$ cat src/hdl/pgo_pkg.sv
// constants of the eight-pin open-drain capable port
// assumes a 32-bit axi4-lite register bus with 16-bit addresses
package pgo_pkg;
  localparam int ADDR_W = 16;
  localparam int DATA_W = 32;
  localparam int PINS   = 8;

  // ****************************************************************
  // register indices as printed, byte address is four times index
  // ****************************************************************
  localparam logic [ADDR_W-1:0] IDX_LATCH    = 16'h0004;
  localparam logic [ADDR_W-1:0] IDX_OPENDR   = 16'h1F84;
  localparam logic [ADDR_W-1:0] IDX_DIR      = 16'h1F8A;
  localparam logic [ADDR_W-1:0] IDX_RMW_VIEW = 16'h0040;
  localparam logic [ADDR_W-1:0] ADDR_LATCH    = IDX_LATCH << 2;
  localparam logic [ADDR_W-1:0] ADDR_OPENDR   = IDX_OPENDR << 2;
  localparam logic [ADDR_W-1:0] ADDR_DIR      = IDX_DIR << 2;
  localparam logic [ADDR_W-1:0] ADDR_RMW_VIEW = IDX_RMW_VIEW << 2;

  // ****************************************************************
  // reset values
  // ****************************************************************
  localparam logic [PINS-1:0] RST_LATCH  = 8'h00;
  localparam logic [PINS-1:0] RST_OPENDR = 8'h00;
  localparam logic [PINS-1:0] RST_DIR    = 8'h00;

  // ****************************************************************
  // alternate function bit positions
  // ****************************************************************
  localparam int BIT_WIDE_TIMER_PIN   = 7;
  localparam int BIT_PULSE_OUTPUT_TWO = 6;
  localparam int BIT_UART_TRANSMIT    = 5;
  localparam int BIT_UART_RECEIVE     = 4;
  localparam int BIT_SERIAL_CLOCK     = 3;
  localparam int BIT_MOTOR_PHASE_U    = 2;
  localparam int BIT_MOTOR_PHASE_V    = 1;
  localparam int BIT_MOTOR_PHASE_W    = 0;

  localparam logic [1:0] RESP_OKAY   = 2'h0;
  localparam logic [1:0] RESP_SLVERR = 2'h2;
endpackage

$ cat src/hdl/pgo_addr_decode.sv
// address decoder for the port registers
// assumes word-aligned byte addresses from the bus slave
`timescale 1ns/100ps
module pgo_addr_decode
  import pgo_pkg::*;
(
  input  wire logic [pgo_pkg::ADDR_W-1:0] addr,
  output wire logic                        selLatch,
  output wire logic                        selOpenDr,
  output wire logic                        selDir,
  output wire logic                        selRmw,
  output wire logic                        hit
);
  assign selLatch  = (addr == ADDR_LATCH);
  assign selOpenDr = (addr == ADDR_OPENDR);
  assign selDir    = (addr == ADDR_DIR);
  assign selRmw    = (addr == ADDR_RMW_VIEW);
  assign hit       = selLatch | selOpenDr | selDir | selRmw;
endmodule

$ cat src/hdl/pgo_pad_logic.sv
// per-pin drive and readback logic of the port
// assumes pin levels synchronous to the system clock
`timescale 1ns/100ps
module pgo_pad_logic
  import pgo_pkg::*;
(
  input  wire logic [pgo_pkg::PINS-1:0] latch,
  input  wire logic [pgo_pkg::PINS-1:0] dir,
  input  wire logic [pgo_pkg::PINS-1:0] openDr,
  input  wire logic [pgo_pkg::PINS-1:0] pinIn,
  input  wire logic                      oscFail,
  output wire logic [pgo_pkg::PINS-1:0] drvOut,
  output wire logic [pgo_pkg::PINS-1:0] drvOe,
  output wire logic [pgo_pkg::PINS-1:0] readPlain,
  output wire logic [pgo_pkg::PINS-1:0] readRmw
);
  genvar i;
  generate
    for (i = 0; i < PINS; i++)
    begin : g_pin
      wire logic pushOut;
      // push-pull output reads its latch, every other mode the pin
      assign pushOut      = ~openDr[i] & dir[i];
      assign drvOut[i]    = ~openDr[i] & latch[i];
      assign drvOe[i]     = ~oscFail &
                            (openDr[i] ? ~latch[i] : dir[i]);
      assign readPlain[i] = pushOut ? latch[i] : pinIn[i];
      assign readRmw[i]   = openDr[i] ? latch[i] : readPlain[i];
    end
  endgenerate
endmodule

$ cat src/hdl/pgo_port.sv
// top of the eight-pin port with axi4-lite register access
// assumes pins synchronous to sys_clk and an outside pad resolving
// pinOut and pinOe into the wire level returned on pinIn
//
// Overview of operation
// - eight pins, each direction bit in push-pull mode: 0 input, 1 output, ignored in open drain
// - reset clears the direction register, all pins input
// - reset clears all eight output latch bits
// - per-pin open-drain select: 0 push-pull, 1 open-drain
// - reset clears the open-drain select register
// - oscillation failure reset releases every pin to high impedance
// - push-pull input mode: pin undriven, read returns pin level
// - push-pull output mode: pin drives latch, read returns latch
// - open-drain with latch 0: pin driven low, read returns pin
// - open-drain with latch 1: pin released, read returns pin
// - peripheral input equals the software read value of each pin
// - open-drain read-modify-write reads latch, other pins read as in a plain read
// - alternate functions: 7 timer, 6 pulse, 5..3 serial, 2..0 motor
`timescale 1ns/100ps
module pgo_port
  import pgo_pkg::*;
(
  input  wire logic                        sys_clk,
  input  wire logic                        reset_n,
  input  wire logic [pgo_pkg::ADDR_W-1:0]  s_axi_awaddr,
  input  wire logic [2:0]                  s_axi_awprot,
  input  wire logic                        s_axi_awvalid,
  output logic                             s_axi_awready,
  input  wire logic [pgo_pkg::DATA_W-1:0]  s_axi_wdata,
  input  wire logic [3:0]                  s_axi_wstrb,
  input  wire logic                        s_axi_wvalid,
  output logic                             s_axi_wready,
  output logic [1:0]                       s_axi_bresp,
  output logic                             s_axi_bvalid,
  input  wire logic                        s_axi_bready,
  input  wire logic [pgo_pkg::ADDR_W-1:0]  s_axi_araddr,
  input  wire logic [2:0]                  s_axi_arprot,
  input  wire logic                        s_axi_arvalid,
  output logic                             s_axi_arready,
  output logic [pgo_pkg::DATA_W-1:0]       s_axi_rdata,
  output logic [1:0]                       s_axi_rresp,
  output logic                             s_axi_rvalid,
  input  wire logic                        s_axi_rready,
  input  wire logic                        oscillation_failure_reset,
  input  wire logic [pgo_pkg::PINS-1:0]    pinIn,
  output logic [pgo_pkg::PINS-1:0]         pinOut,
  output logic [pgo_pkg::PINS-1:0]         pinOe,
  output logic [pgo_pkg::PINS-1:0]         periphIn
);
  import pgo_pkg::*;

  // ****************************************************************
  // state
  // ****************************************************************
  logic [PINS-1:0]   latch_reg, latch_next;
  logic [PINS-1:0]   openDr_reg, openDr_next;
  logic [PINS-1:0]   dir_reg, dir_next;
  logic [ADDR_W-1:0] awAddr_reg;
  logic [7:0]        wByte_reg;
  logic              wLane_reg;
  logic              awHeld_reg, wHeld_reg;
  logic              awready_reg, wready_reg, bvalid_reg;
  logic [1:0]        bresp_reg;
  logic              arready_reg, rvalid_reg;
  logic [1:0]        rresp_reg;
  logic [DATA_W-1:0] rdata_reg;
  logic [PINS-1:0]   pinOut_reg, pinOe_reg, periph_reg;

  // ****************************************************************
  // write channel decode
  // ****************************************************************
  wire logic              awFire;
  wire logic              wFire;
  wire logic              awHave;
  wire logic              wHave;
  wire logic [ADDR_W-1:0] wrAddr;
  wire logic [7:0]        wrByte;
  wire logic              wrLane;
  wire logic              doWrite;
  wire logic              wSelLatch, wSelOpenDr, wSelDir, wSelRmw, wHit;

  assign awFire  = s_axi_awvalid & awready_reg;
  assign wFire   = s_axi_wvalid & wready_reg;
  assign awHave  = awHeld_reg | awFire;
  assign wHave   = wHeld_reg | wFire;
  assign wrAddr  = awHeld_reg ? awAddr_reg : s_axi_awaddr;
  assign wrByte  = wHeld_reg ? wByte_reg : s_axi_wdata[7:0];
  assign wrLane  = wHeld_reg ? wLane_reg : s_axi_wstrb[0];
  assign doWrite = awHave & wHave & ~bvalid_reg;

  pgo_addr_decode u_wdec
  (
    .addr      (wrAddr),
    .selLatch  (wSelLatch),
    .selOpenDr (wSelOpenDr),
    .selDir    (wSelDir),
    .selRmw    (wSelRmw),
    .hit       (wHit)
  );

  // the readback view is read only, writes there are refused
  wire logic wrOk;
  assign wrOk = wHit & ~wSelRmw;

  // next register values feed the drivers in the same edge
  assign latch_next  = (doWrite & wSelLatch & wrLane) ?
                       wrByte : latch_reg;
  assign openDr_next = (doWrite & wSelOpenDr & wrLane) ?
                       wrByte : openDr_reg;
  assign dir_next    = (doWrite & wSelDir & wrLane) ?
                       wrByte : dir_reg;

  // ****************************************************************
  // read channel decode
  // ****************************************************************
  wire logic              arFire;
  wire logic              rSelLatch, rSelOpenDr, rSelDir, rSelRmw, rHit;
  wire logic [PINS-1:0]   readPlain, readRmw;
  wire logic [PINS-1:0]   rdByte;
  wire logic [DATA_W-1:0] rdWord;

  assign arFire = s_axi_arvalid & arready_reg;

  pgo_addr_decode u_rdec
  (
    .addr      (s_axi_araddr),
    .selLatch  (rSelLatch),
    .selOpenDr (rSelOpenDr),
    .selDir    (rSelDir),
    .selRmw    (rSelRmw),
    .hit       (rHit)
  );

  pgo_pad_logic u_rdpad
  (
    .latch     (latch_reg),
    .dir       (dir_reg),
    .openDr    (openDr_reg),
    .pinIn     (pinIn),
    .oscFail   (oscillation_failure_reset),
    .drvOut    (),
    .drvOe     (),
    .readPlain (readPlain),
    .readRmw   (readRmw)
  );

  // plain reads sample pins except push-pull outputs, which return latch; the rmw view returns latch in open drain
  assign rdByte = ({PINS{rSelLatch}}  & readPlain)  |
                  ({PINS{rSelRmw}}    & readRmw)    |
                  ({PINS{rSelOpenDr}} & openDr_reg) |
                  ({PINS{rSelDir}}    & dir_reg);
  assign rdWord = {{(DATA_W-PINS){1'b0}}, rdByte};

  // ****************************************************************
  // pin drivers from the next register values
  // ****************************************************************
  wire logic [PINS-1:0] drvOut, drvOe;

  pgo_pad_logic u_drvpad
  (
    .latch     (latch_next),
    .dir       (dir_next),
    .openDr    (openDr_next),
    .pinIn     (pinIn),
    .oscFail   (oscillation_failure_reset),
    .drvOut    (drvOut),
    .drvOe     (drvOe),
    .readPlain (),
    .readRmw   ()
  );

  // ****************************************************************
  // registers
  // ****************************************************************
  always_ff @(posedge sys_clk)
  begin
    if (!reset_n)
    begin
      latch_reg  <= RST_LATCH;
      openDr_reg <= RST_OPENDR;
      dir_reg    <= RST_DIR;
    end
    else
    begin
      latch_reg  <= latch_next;
      openDr_reg <= openDr_next;
      dir_reg    <= dir_next;
    end
  end

  always_ff @(posedge sys_clk)
  begin
    if (!reset_n)
    begin
      pinOut_reg <= '0;
      pinOe_reg  <= '0;
      periph_reg <= '0;
    end
    else
    begin
      pinOut_reg <= drvOut;
      pinOe_reg  <= drvOe;
      periph_reg <= readPlain;
    end
  end

  always_ff @(posedge sys_clk)
  begin
    if (!reset_n)
    begin
      awHeld_reg  <= 1'b0;
      wHeld_reg   <= 1'b0;
      awAddr_reg  <= '0;
      wByte_reg   <= '0;
      wLane_reg   <= 1'b0;
      awready_reg <= 1'b0;
      wready_reg  <= 1'b0;
      bvalid_reg  <= 1'b0;
      bresp_reg   <= RESP_OKAY;
    end
    else
    begin
      if (awFire)
        awAddr_reg <= s_axi_awaddr;
      if (wFire)
        wByte_reg <= s_axi_wdata[7:0];
      if (wFire)
        wLane_reg <= s_axi_wstrb[0];
      awHeld_reg  <= awHave & ~doWrite;
      wHeld_reg   <= wHave & ~doWrite;
      awready_reg <= ~awHave & ~bvalid_reg & ~doWrite;
      wready_reg  <= ~wHave & ~bvalid_reg & ~doWrite;
      if (doWrite)
      begin
        bvalid_reg <= 1'b1;
        bresp_reg  <= wrOk ? RESP_OKAY : RESP_SLVERR;
      end
      else if (s_axi_bready)
        bvalid_reg <= 1'b0;
    end
  end

  always_ff @(posedge sys_clk)
  begin
    if (!reset_n)
    begin
      arready_reg <= 1'b0;
      rvalid_reg  <= 1'b0;
      rresp_reg   <= RESP_OKAY;
      rdata_reg   <= '0;
    end
    else
    begin
      arready_reg <= ~rvalid_reg & ~arFire;
      if (arFire)
      begin
        rvalid_reg <= 1'b1;
        rdata_reg  <= rdWord;
        rresp_reg  <= rHit ? RESP_OKAY : RESP_SLVERR;
      end
      else if (s_axi_rready)
        rvalid_reg <= 1'b0;
    end
  end

  // ****************************************************************
  // outputs
  // ****************************************************************
  assign s_axi_awready = awready_reg;
  assign s_axi_wready  = wready_reg;
  assign s_axi_bvalid  = bvalid_reg;
  assign s_axi_bresp   = bresp_reg;
  assign s_axi_arready = arready_reg;
  assign s_axi_rvalid  = rvalid_reg;
  assign s_axi_rresp   = rresp_reg;
  assign s_axi_rdata   = rdata_reg;
  assign pinOut        = pinOut_reg;
  assign pinOe         = pinOe_reg;
  // bit order follows the alternate function map
  assign periphIn      = periph_reg;
endmodule

$ cat config.mk
export PLATFORM = sky130hd
export DESIGN_NAME = pgo_port
export DESIGN_NICKNAME = d
export VERILOG_FILES = /design/src/hdl/pgo_pkg.sv /design/src/hdl/pgo_addr_decode.sv /design/src/hdl/pgo_pad_logic.sv /design/src/hdl/pgo_port.sv
export SDC_FILE = /design/constraint.sdc
export NUM_CORES = 1
export LEC_CHECK = 0
export BUFFER_PORTS_ARGS = -buffer_cell sky130_fd_sc_hd__buf_2
export CAP_MARGIN = 20
export CORE_MARGIN = 8
export CORE_UTILIZATION = 46
export CTS_CLUSTER_DIAMETER = 150
export DETAILED_ROUTE_END_ITERATION = 10
export PLACE_DENSITY = 0.77
export SYNTH_ARGS = -nofsm -noshare
export SYNTH_HDL_FRONTEND = slang
export SYNTH_SLANG_ARGS = --single-unit
export TNS_END_PERCENT = 100
$ cat constraint.sdc
create_clock -name sys_clk -period 2.6 [get_ports sys_clk]
set_input_delay 0.13 -clock sys_clk [delete_from_list [all_inputs] [get_ports sys_clk]]
set_output_delay 0.13 -clock sys_clk [all_outputs]
set_load 0.05 [all_outputs]
==> impl_results.md, run 1 <==
- Static Leakage: 2.27 nW
- Most frequent cells after synthesis: dfxtp_1, nand2_1, o21ai_0
- ANT nets after route: 0
- Area of the core: 9730 um2
- Post-synth EDFFs: 0
- Sequential share of power: 0.498
- Distinct cell type count after synthesis: 53
- Routed len/inst: between 15 and 20 um
- Row cnt: 36
- Synth warnings: 0
- Pin count of the biggest net entering global routing: 82
- RSZ-0062 raised after global routing: false
- Clock network latency to the later pin of the worst-skew pair: 0.37 ns
- Setup CP Type: register to register
- Clk_skew: 0.00977 ns
- Drc violations: 0
- Root Driver: clkbuf_8
- Placed cells: 752
- Slew of the pin with the lowest slew margin: 0.910 ns
- Vias: 4225
- Tightest Hold Check Type: primary input to register
- PwrDens: 551 nW/um2
- Cell area after synthesis: 4590 um2
- Critical Path AT: 2.70 ns
- Final Hold Viols: 0
- WL final: 12.0 mm
- Syn Area/Cell: 8.41 um2
- Total gr overflow: 0
- Initial antenna violation count: 0
- GRT Total Usage: 0.177
- Ranking of synthesized cells by area: dfxtp_1, nand2_1, o21ai_0
- Crit path launch type: register
- I/O pin cnt: around 160
- Register area share after synthesis: 0.392
- Max VDD drop: 0.387 mV
- Die extent in x: 116 um
- Area grow syn2layout: 15.6%
- Reg area: 1800 um2
- Status: finished, final reports clean
- Max clock buf depth: 2
- CTS buffer count: 9
- Diodes inserted: 0
- Fin nets: 720
- HP Start: s_axi_wdata[5]
- Via/cell ratio: 5.50
- NetSw: between 800 and 900 uW
- Critical Path RT: roughly 2.9 ns
- Total power: 2.92 mW
- Largest register FFs: 16
- Crit path max fanout: 27
- DIE AREA: 13400 um2
- Worst-path clk slew: 0.09 ns
- RePlAce Congestion: 0.863
- Final cell count without fillers: 768
- R2R Path End: pinOut[3]
- Syn Inst Count: 546
- Clock network power share: 0.339
- Final worst slack: 0.153 ns
- F_max: 409 MHz
- Area of the multi-input gates: 2510 um2
- Fin crit period: 2.45 ns
- DR WL met3: 992 um
- First-pass GRT wire length: 18.9 mm
- H-tree levels: 3
- Worst Hold End: wByte_reg[5]
- TritonCTS clock tree: yes
- Post-route setup TNS: 0 ns
- Ys async rst share: 0
- DR pass1 iterations: 4
- Final Cycle Share: 0.941
- Worst slack at placement: 0.168 ns
- Metal1 wirelength: 5.37 mm
- Hold Path Stages: 3
- Met2 wire length: 5.49 mm
- CTS sink cnt: 90
- Yosys top cell by area: dfxtp_1
- Die span in y: 116 um
- R2R Setup Slk: 0.15 ns
- Initial core utilization: 0.472
- RR Startpoint: awHeld_reg
- # setup viols final: 0
- Worst Setup End Kind: register
- Max layer used: met4
- Slew Limit Headroom: 0.394
- DR iter-0 viols: 324
- DPL Wire Length: 8.86 mm
- Int Power: 2.06 mW
- Top-area cell type share of the netlist area: 0.392
- R2R depth: 7
- Port buffer count: 95
- Combinational share of power: 0.163
- Switch share: 0.297
- Vias in the first global route: 3943
- Max cap viols: 0
- Ys flop type: dfxtp_1
- Synth Register Bits: 90
- Fillers: between 900 and 1000
- Most frequent cell after synthesis: dfxtp_1
- Layout cell share with drive strength beyond 1: 0.239
- Post-CTS Setup Inserts: 0
- Hold WS: 0.0129 ns
- Max-slew violation count: 0
## cell families after synthesis
family,after synthesis,share of synthesized area
simple gates,213,0.259
compound gates,157,0.240
flops,90,0.392
buf+inv,74,0.0839
mux,11,0.0242
other cells,1,0.000816
## layer usage
layer | global-route usage | vias up
met5 | 0 | -
met4 | 0.0666 | 0
met3 | 0.0412 | 16
met2 | 0.276 | 163
met1 | 0.232 | 1973
li1 | - | 2073
## worst max-delay path by stage
stage | from | end | slack, ns | cells past startpoint
2_1_floorplan | awHeld_reg | pinOut[7] | 0.16 | 7
3_3_place_gp | awHeld_reg | pinOut[7] | 0.15 | 7
3_5_place_dp | awHeld_reg | pinOut[3] | 0.17 | 7
4_1_cts | awHeld_reg | pinOut[0] | 0.15 | 7
5_1_grt | awHeld_reg | pinOe[5] | 0.001 | 7
6_report | awHeld_reg | pinOut[3] | 0.15 | 7
## power groups by stage
stage	registers (mW)	logic [mW]	clock network, mW
after floorplan	1.56	0.294	0
after global placement	1.49	0.463	0
after detailed placement	1.49	0.472	0
after CTS	1.46	0.474	1.01
after global routing	1.46	0.516	1.07
final	1.46	0.477	0.991
## through the flow
step,util,cell area (um2)
after CTS,0.546,5310
after floorplan,-,4690
after global placement,0.524,5100
after detailed placement,0.524,5100
after global routing,0.546,5310
final,0.546,5310
## area by class of cell
| type | instances | share of cell area |
|---|---|---|
| clock buffers | 12 | 0.0292 |
| clock inverters | 4 | 0.00942 |
| inverters | 15 | 0.0106 |
| multi-input cells | 407 | 0.473 |
| flip-flops and latches | 90 | 0.339 |
| well taps | 133 | 0.0313 |
| repair buffers | 107 | 0.107 |
## worst max-delay path, cell delays in order (launching register included)
cell,delay [ns]
dfxtp_1,0.44
nand2_1,0.09
or4_1,0.53
a222oi_1,0.41
buf_6,0.29
a21oi_2,0.10
or2_4,0.27
and3_1,0.20
## what timing repair did
item                                    4_1_cts  5_1_grt
endpoints found under the setup margin        0        5
resized for setup                             0        1
hold endpoints to repair                      0        0
hold buffers                                  0        0
## layout by cell type (no fill, tap or decap), drive strengths merged, types with 2 or more instances in the layout
cell type  Yosys  routed
a2bb2oi        7       7
dfxtp         90      90
conb           1      26
or3            2       2
o211ai         9       9
nor3           6       6
and2          18      18
nor3b          3       3
o21ai         46      46
a31oi          9       9
clkinvlp       0       2
a21o           9       9
o22ai          7       7
nand3         13      13
buf           31     107
nand2         77      77
a221oi         7       7
inv           15      15
mux2i         10      10
nor2b         14      14
nand2b         4       4
nor2           4       4
a21oi         17      17
and3          33      33
nand4b         2       2
nor4           7       7
or2            9       9
nor4bb         2       2
or4b           2       2
a21boi        26      26
o221a          2       2
or4            4       4
nor4b         10      10
o21a           2       2
o31ai          8       8
clkbuf        28      12
a22oi          4       4
No activity file was read; power rests on OpenSTA's default activity.
==> run 2, diff against run 1 <==
--- a/config.mk
+++ b/config.mk
@@ -12,6 +12,7 @@
 export CTS_CLUSTER_DIAMETER = 150
 export DETAILED_ROUTE_END_ITERATION = 10
 export PLACE_DENSITY = 0.77
+export REMOVE_ABC_BUFFERS = 1
 export SYNTH_ARGS = -nofsm -noshare
 export SYNTH_HDL_FRONTEND = slang
 export SYNTH_SLANG_ARGS = --single-unit
==> impl_results.md, run 2 (synthesized netlist as in run 1, its figures left out) <==
- Area of the core: 9730 um2 (unchanged)
- Fin crit period: 2.52 ns (was 2.45 ns)
- Critical Path AT: 2.78 ns (was 2.70 ns)
- WL final: 12.6 mm (was 12.0 mm)
- Critical-path top delay cell: or4_1 (unchanged)
- F_max: 398 MHz (was 409 MHz)
- Final worst slack: 0.0847 ns (was 0.153 ns)
- Total power: 3.02 mW (was 2.92 mW)
- Delay-heaviest family, CP: simple AND/OR/NAND/NOR gates (unchanged)
- # setup viols final: 0 (unchanged)
- Initial antenna violation count: 0 (unchanged)
- Slew Limit Headroom: 0.363 (was 0.394)
- DR iter-0 viols: 279 (was 324)
- Critical Path RT: 2.86 ns (about the same)
- CTS buffer count: 9 (unchanged)
- Buf/Inv on CP: 2 (was 1)
- TritonCTS clock tree: yes (unchanged)
- Row cnt: 36 (unchanged)
- Slew of the pin with the lowest slew margin: 0.956 ns (was 0.910 ns)
- DR pass1 iterations: 4 (unchanged)
- Tightest Hold Check Type: primary input to register (unchanged)
- RePlAce Congestion: 0.806 (was 0.863)
- Clk_skew: 0.0107 ns (was 0.00977 ns)
- Crit path launch type: register (unchanged)
- DIE AREA: 13400 um2 (unchanged)
- PwrDens: 559 nW/um2 (was 551 nW/um2)
- Crit path max fanout: 7 (was 27)
- Vias in the first global route: 4275 (was 3943)
- CTS sink cnt: 90 (unchanged)
- Final Cycle Share: 0.967 (was 0.941)
- Max clock buf depth: 2 (unchanged)
- Clock network latency to the later pin of the worst-skew pair: 0.37 ns (about the same)
- Drc violations: 0 (unchanged)
- H-tree levels: 3 (unchanged)
- Static Leakage: 2.33 nW (was 2.27 nW)
- Routed len/inst: 16.3 um (was 15.6 um)
- Die extent in x: 116 um (unchanged)
- Die span in y: 116 um (unchanged)
- Max layer used: met4 (unchanged)
- Most frequent cells in the layout: buf_2, dfxtp_1, nand2_1, o21ai_0, and3_1 (unchanged)
- Max-slew violation count: 0 (unchanged)
- Layout cell share with drive strength beyond 1: 0.247 (was 0.239)
- Diodes inserted: 0 (unchanged)
- Setup CP Type: register to register (unchanged)
- ANT nets after route: 0 (unchanged)
- Met2 wire length: 6.11 mm (was 5.49 mm)
- Max VDD drop: 0.299 mV (was 0.387 mV)
- Largest register FFs: 16 (unchanged)
- DPL Wire Length: 8.76 mm (was 8.86 mm)
- Fin nets: 725 (was 720)
- Status: finished, final reports clean (unchanged)
- Final Hold Viols: 0 (unchanged)
- Area grow syn2layout: 17.5% (was 15.6%)
- Max cap viols: 0 (unchanged)
- Worst slack at placement: 0.124 ns (was 0.168 ns)
- Metal1 wirelength: 5.23 mm (was 5.37 mm)
- Total gr overflow: 0 (unchanged)
- Initial core utilization: 0.472 (unchanged)
- Pin count of the biggest net entering global routing: 82 (unchanged)
- Fillers: 921 (was 925)
- I/O pin cnt: 155 (unchanged)
- Most common cell after layout, fill and taps aside: buf_2 (unchanged)
- DR WL met3: 1.05 mm (was 992 um)
- Worst Setup End Kind: register (unchanged)
- Root Driver: clkbuf_8 (unchanged)
- Worst-path clk slew: 0.09 ns (about the same)
- Vias: 4304 (was 4225)
- Port buffer count: 95 (unchanged)
- CP max stage delay: 0.55 ns (was 0.53 ns)
- GRT Total Usage: 0.181 (was 0.177)
- First-pass GRT wire length: 19.6 mm (was 18.9 mm)
- Via/cell ratio: 5.58 (was 5.50)
- CP cell instances: nand2_1, or4_1, a222oi_1, buf_4, bufbuf_16, a21oi_2, or2_4, o31ai_2 (was nand2_1, or4_1, a222oi_1, buf_6, a21oi_2, or2_4, and3_1)
==> run 2: cell count changes in the layout (fill, tap and decap cells not counted) <==
cell,previous run,this run
dfxtp_1,90,89
bufbuf_16,0,1
buf_4,11,14
bufinv_16,1,2
dfxtp_2,0,1
clkbuf_1,1,0
buf_6,1,2
clkinvlp_4,2,0
inv_6,0,1
==> run 2: layer usage <==
layer,up-vias,GRT usage
li1,2095,-
met1,2012,0.207
met2,181,0.316
met3,16,0.0542
met4,0,0.0545
met5,-,0
==> run 2: layout make-up <==
type	instances	area, um2	share of cell area
multi-input combinational	407	2510	0.465
clock buffer	11	151	0.0280
inverter	15	56.3	0.0104
timing repair buffer	112	636	0.118
tap	133	166	0.0308
clock inverter	4	73.8	0.0137
sequential	90	1800	0.334
==> run 2: tightest hold or removal path: stages <==
cell,delay (ns)
buf_2,0.10
nand2_1,0.05
a21boi_0,0.06
==> run 2: what timing repair did <==
item	4_1_cts	5_1_grt
endpoints found under the setup margin	0	10
endpoints found under the hold margin	0	0
hold buffers	0	0
resized for setup	0	2
buffers inserted	0	3
==> run 2: metrics by stage <==
stage / hold WS [ns] / area (um2) / std cells / utilization / setup TNS (ns)
after floorplan: 0.248 / 4360 / 512 / - / -36.26
after global placement: 0.396 / 5110 / 752 / 0.526 / 0
after detailed placement: 0.403 / 5110 / 752 / 0.526 / 0
after CTS: 0.0127 / 5340 / 767 / 0.549 / 0
after global routing: 0.0303 / 5400 / 772 / 0.555 / -0.316
final: 0.0217 / 5400 / 772 / 0.555 / 0
==> run 2: final timing paths <==
path                  start            end  slack [ns]  depth (start not counted)
max reg2reg      awHeld_reg       pinOe[2]        0.08                          8
max              awHeld_reg       pinOe[2]        0.08                          8
min          s_axi_wdata[4]   wByte_reg[4]        0.02                          3
min reg2reg    s_axi_rvalid  s_axi_arready        0.46                          1
==> run 2: where the power goes <==
part	switching, mW	internal, mW
sequential	0.0307	1.43
combinational	0.340	0.138
clock	0.496	0.591
==> run 3, diff against run 2 <==
--- a/config.mk
+++ b/config.mk
@@ -5,13 +5,13 @@
 export SDC_FILE = /design/constraint.sdc
 export NUM_CORES = 1
 export LEC_CHECK = 0
-export BUFFER_PORTS_ARGS = -buffer_cell sky130_fd_sc_hd__buf_2
 export CAP_MARGIN = 20
 export CORE_MARGIN = 8
-export CORE_UTILIZATION = 46
+export CORE_UTILIZATION = 57
 export CTS_CLUSTER_DIAMETER = 150
 export DETAILED_ROUTE_END_ITERATION = 10
-export PLACE_DENSITY = 0.77
+export DONT_BUFFER_PORTS = 1
+export PLACE_DENSITY = 0.75
 export REMOVE_ABC_BUFFERS = 1
 export SYNTH_ARGS = -nofsm -noshare
 export SYNTH_HDL_FRONTEND = slang
==> impl_results.md, run 3 (synthesized netlist as in run 1, its figures left out) <==
- First-pass GRT wire length: 19.9 mm (was 19.6 mm)
- Total power: 2.70 mW (was 3.02 mW)
- Routed len/inst: 18.6 um (was 16.3 um)
- Fillers: 626 (was 921)
- H-tree levels: 3 (unchanged)
- R2R depth: 9 (was 8)
- # setup viols final: 0 (unchanged)
- Fin crit period: 2.44 ns (was 2.52 ns)
- Max-slew violation count: 0 (unchanged)
- Status: finished, final reports clean (unchanged)
- Initial core utilization: 0.591 (was 0.472)
- Worst Setup End Kind: register (unchanged)
- Area grow syn2layout: 11.3% (was 17.5%)
- Largest register FFs: 16 (unchanged)
- Fin nets: 662 (was 725)
- CTS buffer count: 9 (unchanged)
- Root Driver: clkbuf_8 (unchanged)
- Via/cell ratio: 6.20 (was 5.58)
- Hold WS: 0.0734 ns (was 0.0217 ns)
- DR pass1 iterations: 6 (was 4)
- TritonCTS clock tree: yes (unchanged)
- Final instance area: 5110 um2 (was 5400 um2)
- RePlAce Congestion: 0.870 (was 0.806)
- Final Hold Viols: 0 (unchanged)
- Port buffer count: 0 (was 95)
- Slew of the pin with the lowest slew margin: 0.906 ns (was 0.956 ns)
- Area of the core: 7770 um2 (was 9730 um2)
- Total gr overflow: 0 (unchanged)
- Static Leakage: 2.00 nW (was 2.33 nW)
- Most frequent cells in the layout: dfxtp_1, nand2_1, o21ai_0, and3_1, dlygate4sd3_1 (was buf_2, dfxtp_1, nand2_1, o21ai_0, and3_1)
- R2R Path End: pinOut[4] (was pinOe[2])
- CP max stage delay: 0.52 ns (was 0.55 ns)
- Drc violations: 0 (unchanged)
- GRT Total Usage: 0.213 (was 0.181)
- DR iter-0 viols: 297 (was 279)
- RR Startpoint: awHeld_reg (unchanged)
- I/O pin cnt: 155 (unchanged)
- Final Cycle Share: 0.938 (was 0.967)
- Critical Path AT: 2.73 ns (was 2.78 ns)
- CP cell instances: nand2_1, or4_1, a222oi_1, buf_4, buf_4, clkbuf_4, and3_1, or2_4, and3_1 (was nand2_1, or4_1, a222oi_1, buf_4, bufbuf_16, a21oi_2, or2_4, o31ai_2)
- Crit path launch type: register (unchanged)
- DPL Wire Length: 8.23 mm (was 8.76 mm)
- ANT nets after route: 0 (unchanged)
- Vias: 4187 (was 4304)
- Post-route setup TNS: 0 ns (unchanged)
- F_max: 410 MHz (was 398 MHz)
- Critical Path RT: 2.89 ns (was 2.86 ns)
- Worst-path clk slew: 0.08 ns (was 0.09 ns)
- Pin count of the biggest net entering global routing: 82 (unchanged)
- PwrDens: 528 nW/um2 (was 559 nW/um2)
- Layout cell share with drive strength beyond 1: 0.112 (was 0.247)
- CTS sink cnt: 90 (unchanged)
- Row cnt: 32 (was 36)
- R2R Setup Slk: 0.16 ns (was 0.08 ns)
- Setup CP Type: register to register (unchanged)
- Crit path max fanout: 13 (was 7)
- RSZ-0062 raised after global routing: false
- Worst Setup SP: awHeld_reg (unchanged)
- DIE AREA: 11200 um2 (was 13400 um2)
- Diodes inserted: 0 (unchanged)
- Clk_skew: 0.00953 ns (was 0.0107 ns)
- Die span in y: 106 um (was 116 um)
- Max VDD drop: 0.356 mV (was 0.299 mV)
- Max cap viols: 0 (unchanged)
- Vias in the first global route: 4014 (was 4275)
- Max clock buf depth: 2 (unchanged)
- Critical-path top delay cell: or4_1 (unchanged)
- End of the critical path: pinOut[4] (was pinOe[2])
- Slew Limit Headroom: 0.396 (was 0.363)
- Initial antenna violation count: 0 (unchanged)
- Die extent in x: 106 um (was 116 um)
- Clock network latency to the later pin of the worst-skew pair: 0.35 ns (was 0.37 ns)
- Most common cell after layout, fill and taps aside: dfxtp_1 (was buf_2)
- WL final: 12.6 mm (about the same)
- Tightest Hold Check Type: primary input to register (unchanged)
- Final Util: 0.659 (was 0.555)
- Placement Cell Area: 4610 um2 (was 5110 um2)
==> run 3: changes by cell type in the layout (fill, tap and decap cells not counted), sizes merged <==
cell         previous run  this run
inv                    16        15
bufinv                  2         0
clkbuf                 11        14
dlygate4sd3             0        28
bufbuf                  1         0
buf                   111        18
==> run 3: area by class of cell <==
class / count / area [um2] / share of cell area
tap: 102 / 128 / 0.0250
inverter: 15 / 56.3 / 0.0110
clock inverter: 1 / 5.00 / 0.000978
sequential: 90 / 1800 / 0.352
timing repair buffer: 49 / 464 / 0.0908
clock buffer: 11 / 141 / 0.0276
multi-input combinational: 407 / 2520 / 0.492
==> run 3: worst min path at each step <==
stage / slack (ns) / cells past startpoint / start / endpoint
after CTS: 0.06 / 3 / pinIn[3] / periphIn[3]
after global routing: 0.09 / 3 / pinIn[7] / periphIn[7]
after detailed placement: 0.26 / 1 / reset_n / s_axi_bvalid
final: 0.07 / 3 / pinIn[3] / periphIn[3]
after floorplan: 0.25 / 1 / reset_n / s_axi_bvalid
after global placement: 0.26 / 1 / reset_n / latch_reg[3]
==> run 3: worst max-delay path: cells and delay by family (launching register included) <==
kind / cells / cell delay [ns]
AOI/OAI and AO/OA: 1 / 0.34
DFF: 1 / 0.42
buffers and inverters: 3 / 0.54
and+or+nand+nor: 5 / 1.08
==> run 3: power breakdown <==
group	switching (mW)	internal, mW
Clock	0.444	0.352
Sequential	0.102	1.43
Combinational	0.248	0.131
==> run 3: timing repair <==
| item | in CTS | in global routing |
|---|---|---|
| endpoints found under the hold margin | 82 | 0 |
| setup endpoints to repair | 5 | 20 |
| hold buffers | 29 | 0 |
| cloned | 0 | 2 |
| setup buffers | 0 | 3 |
| pin swaps | 0 | 1 |
| gates resized for setup | 1 | 3 |
==> run 3: routing by layer <==
metal,wire length [um],vias to the layer above,part of all wire,GRT usage
met5,0,-,0,0
met4,227,0,0.018,0.0724
met3,1330,28,0.11,0.0676
met2,5830,205,0.46,0.346
met1,5200,1993,0.41,0.260
li1,-,1961,-,-
==> run 3: per-stage QoR <==
| step | worst slack, ns | cells |
|---|---|---|
| final | 0.162 | 675 |
| after global routing | 0.0504 | 675 |
| after CTS | 0.00925 | 670 |
| after detailed placement | 0.00533 | 629 |
| after global placement | 0.0492 | 629 |
| after floorplan | -1.31 | 512 |
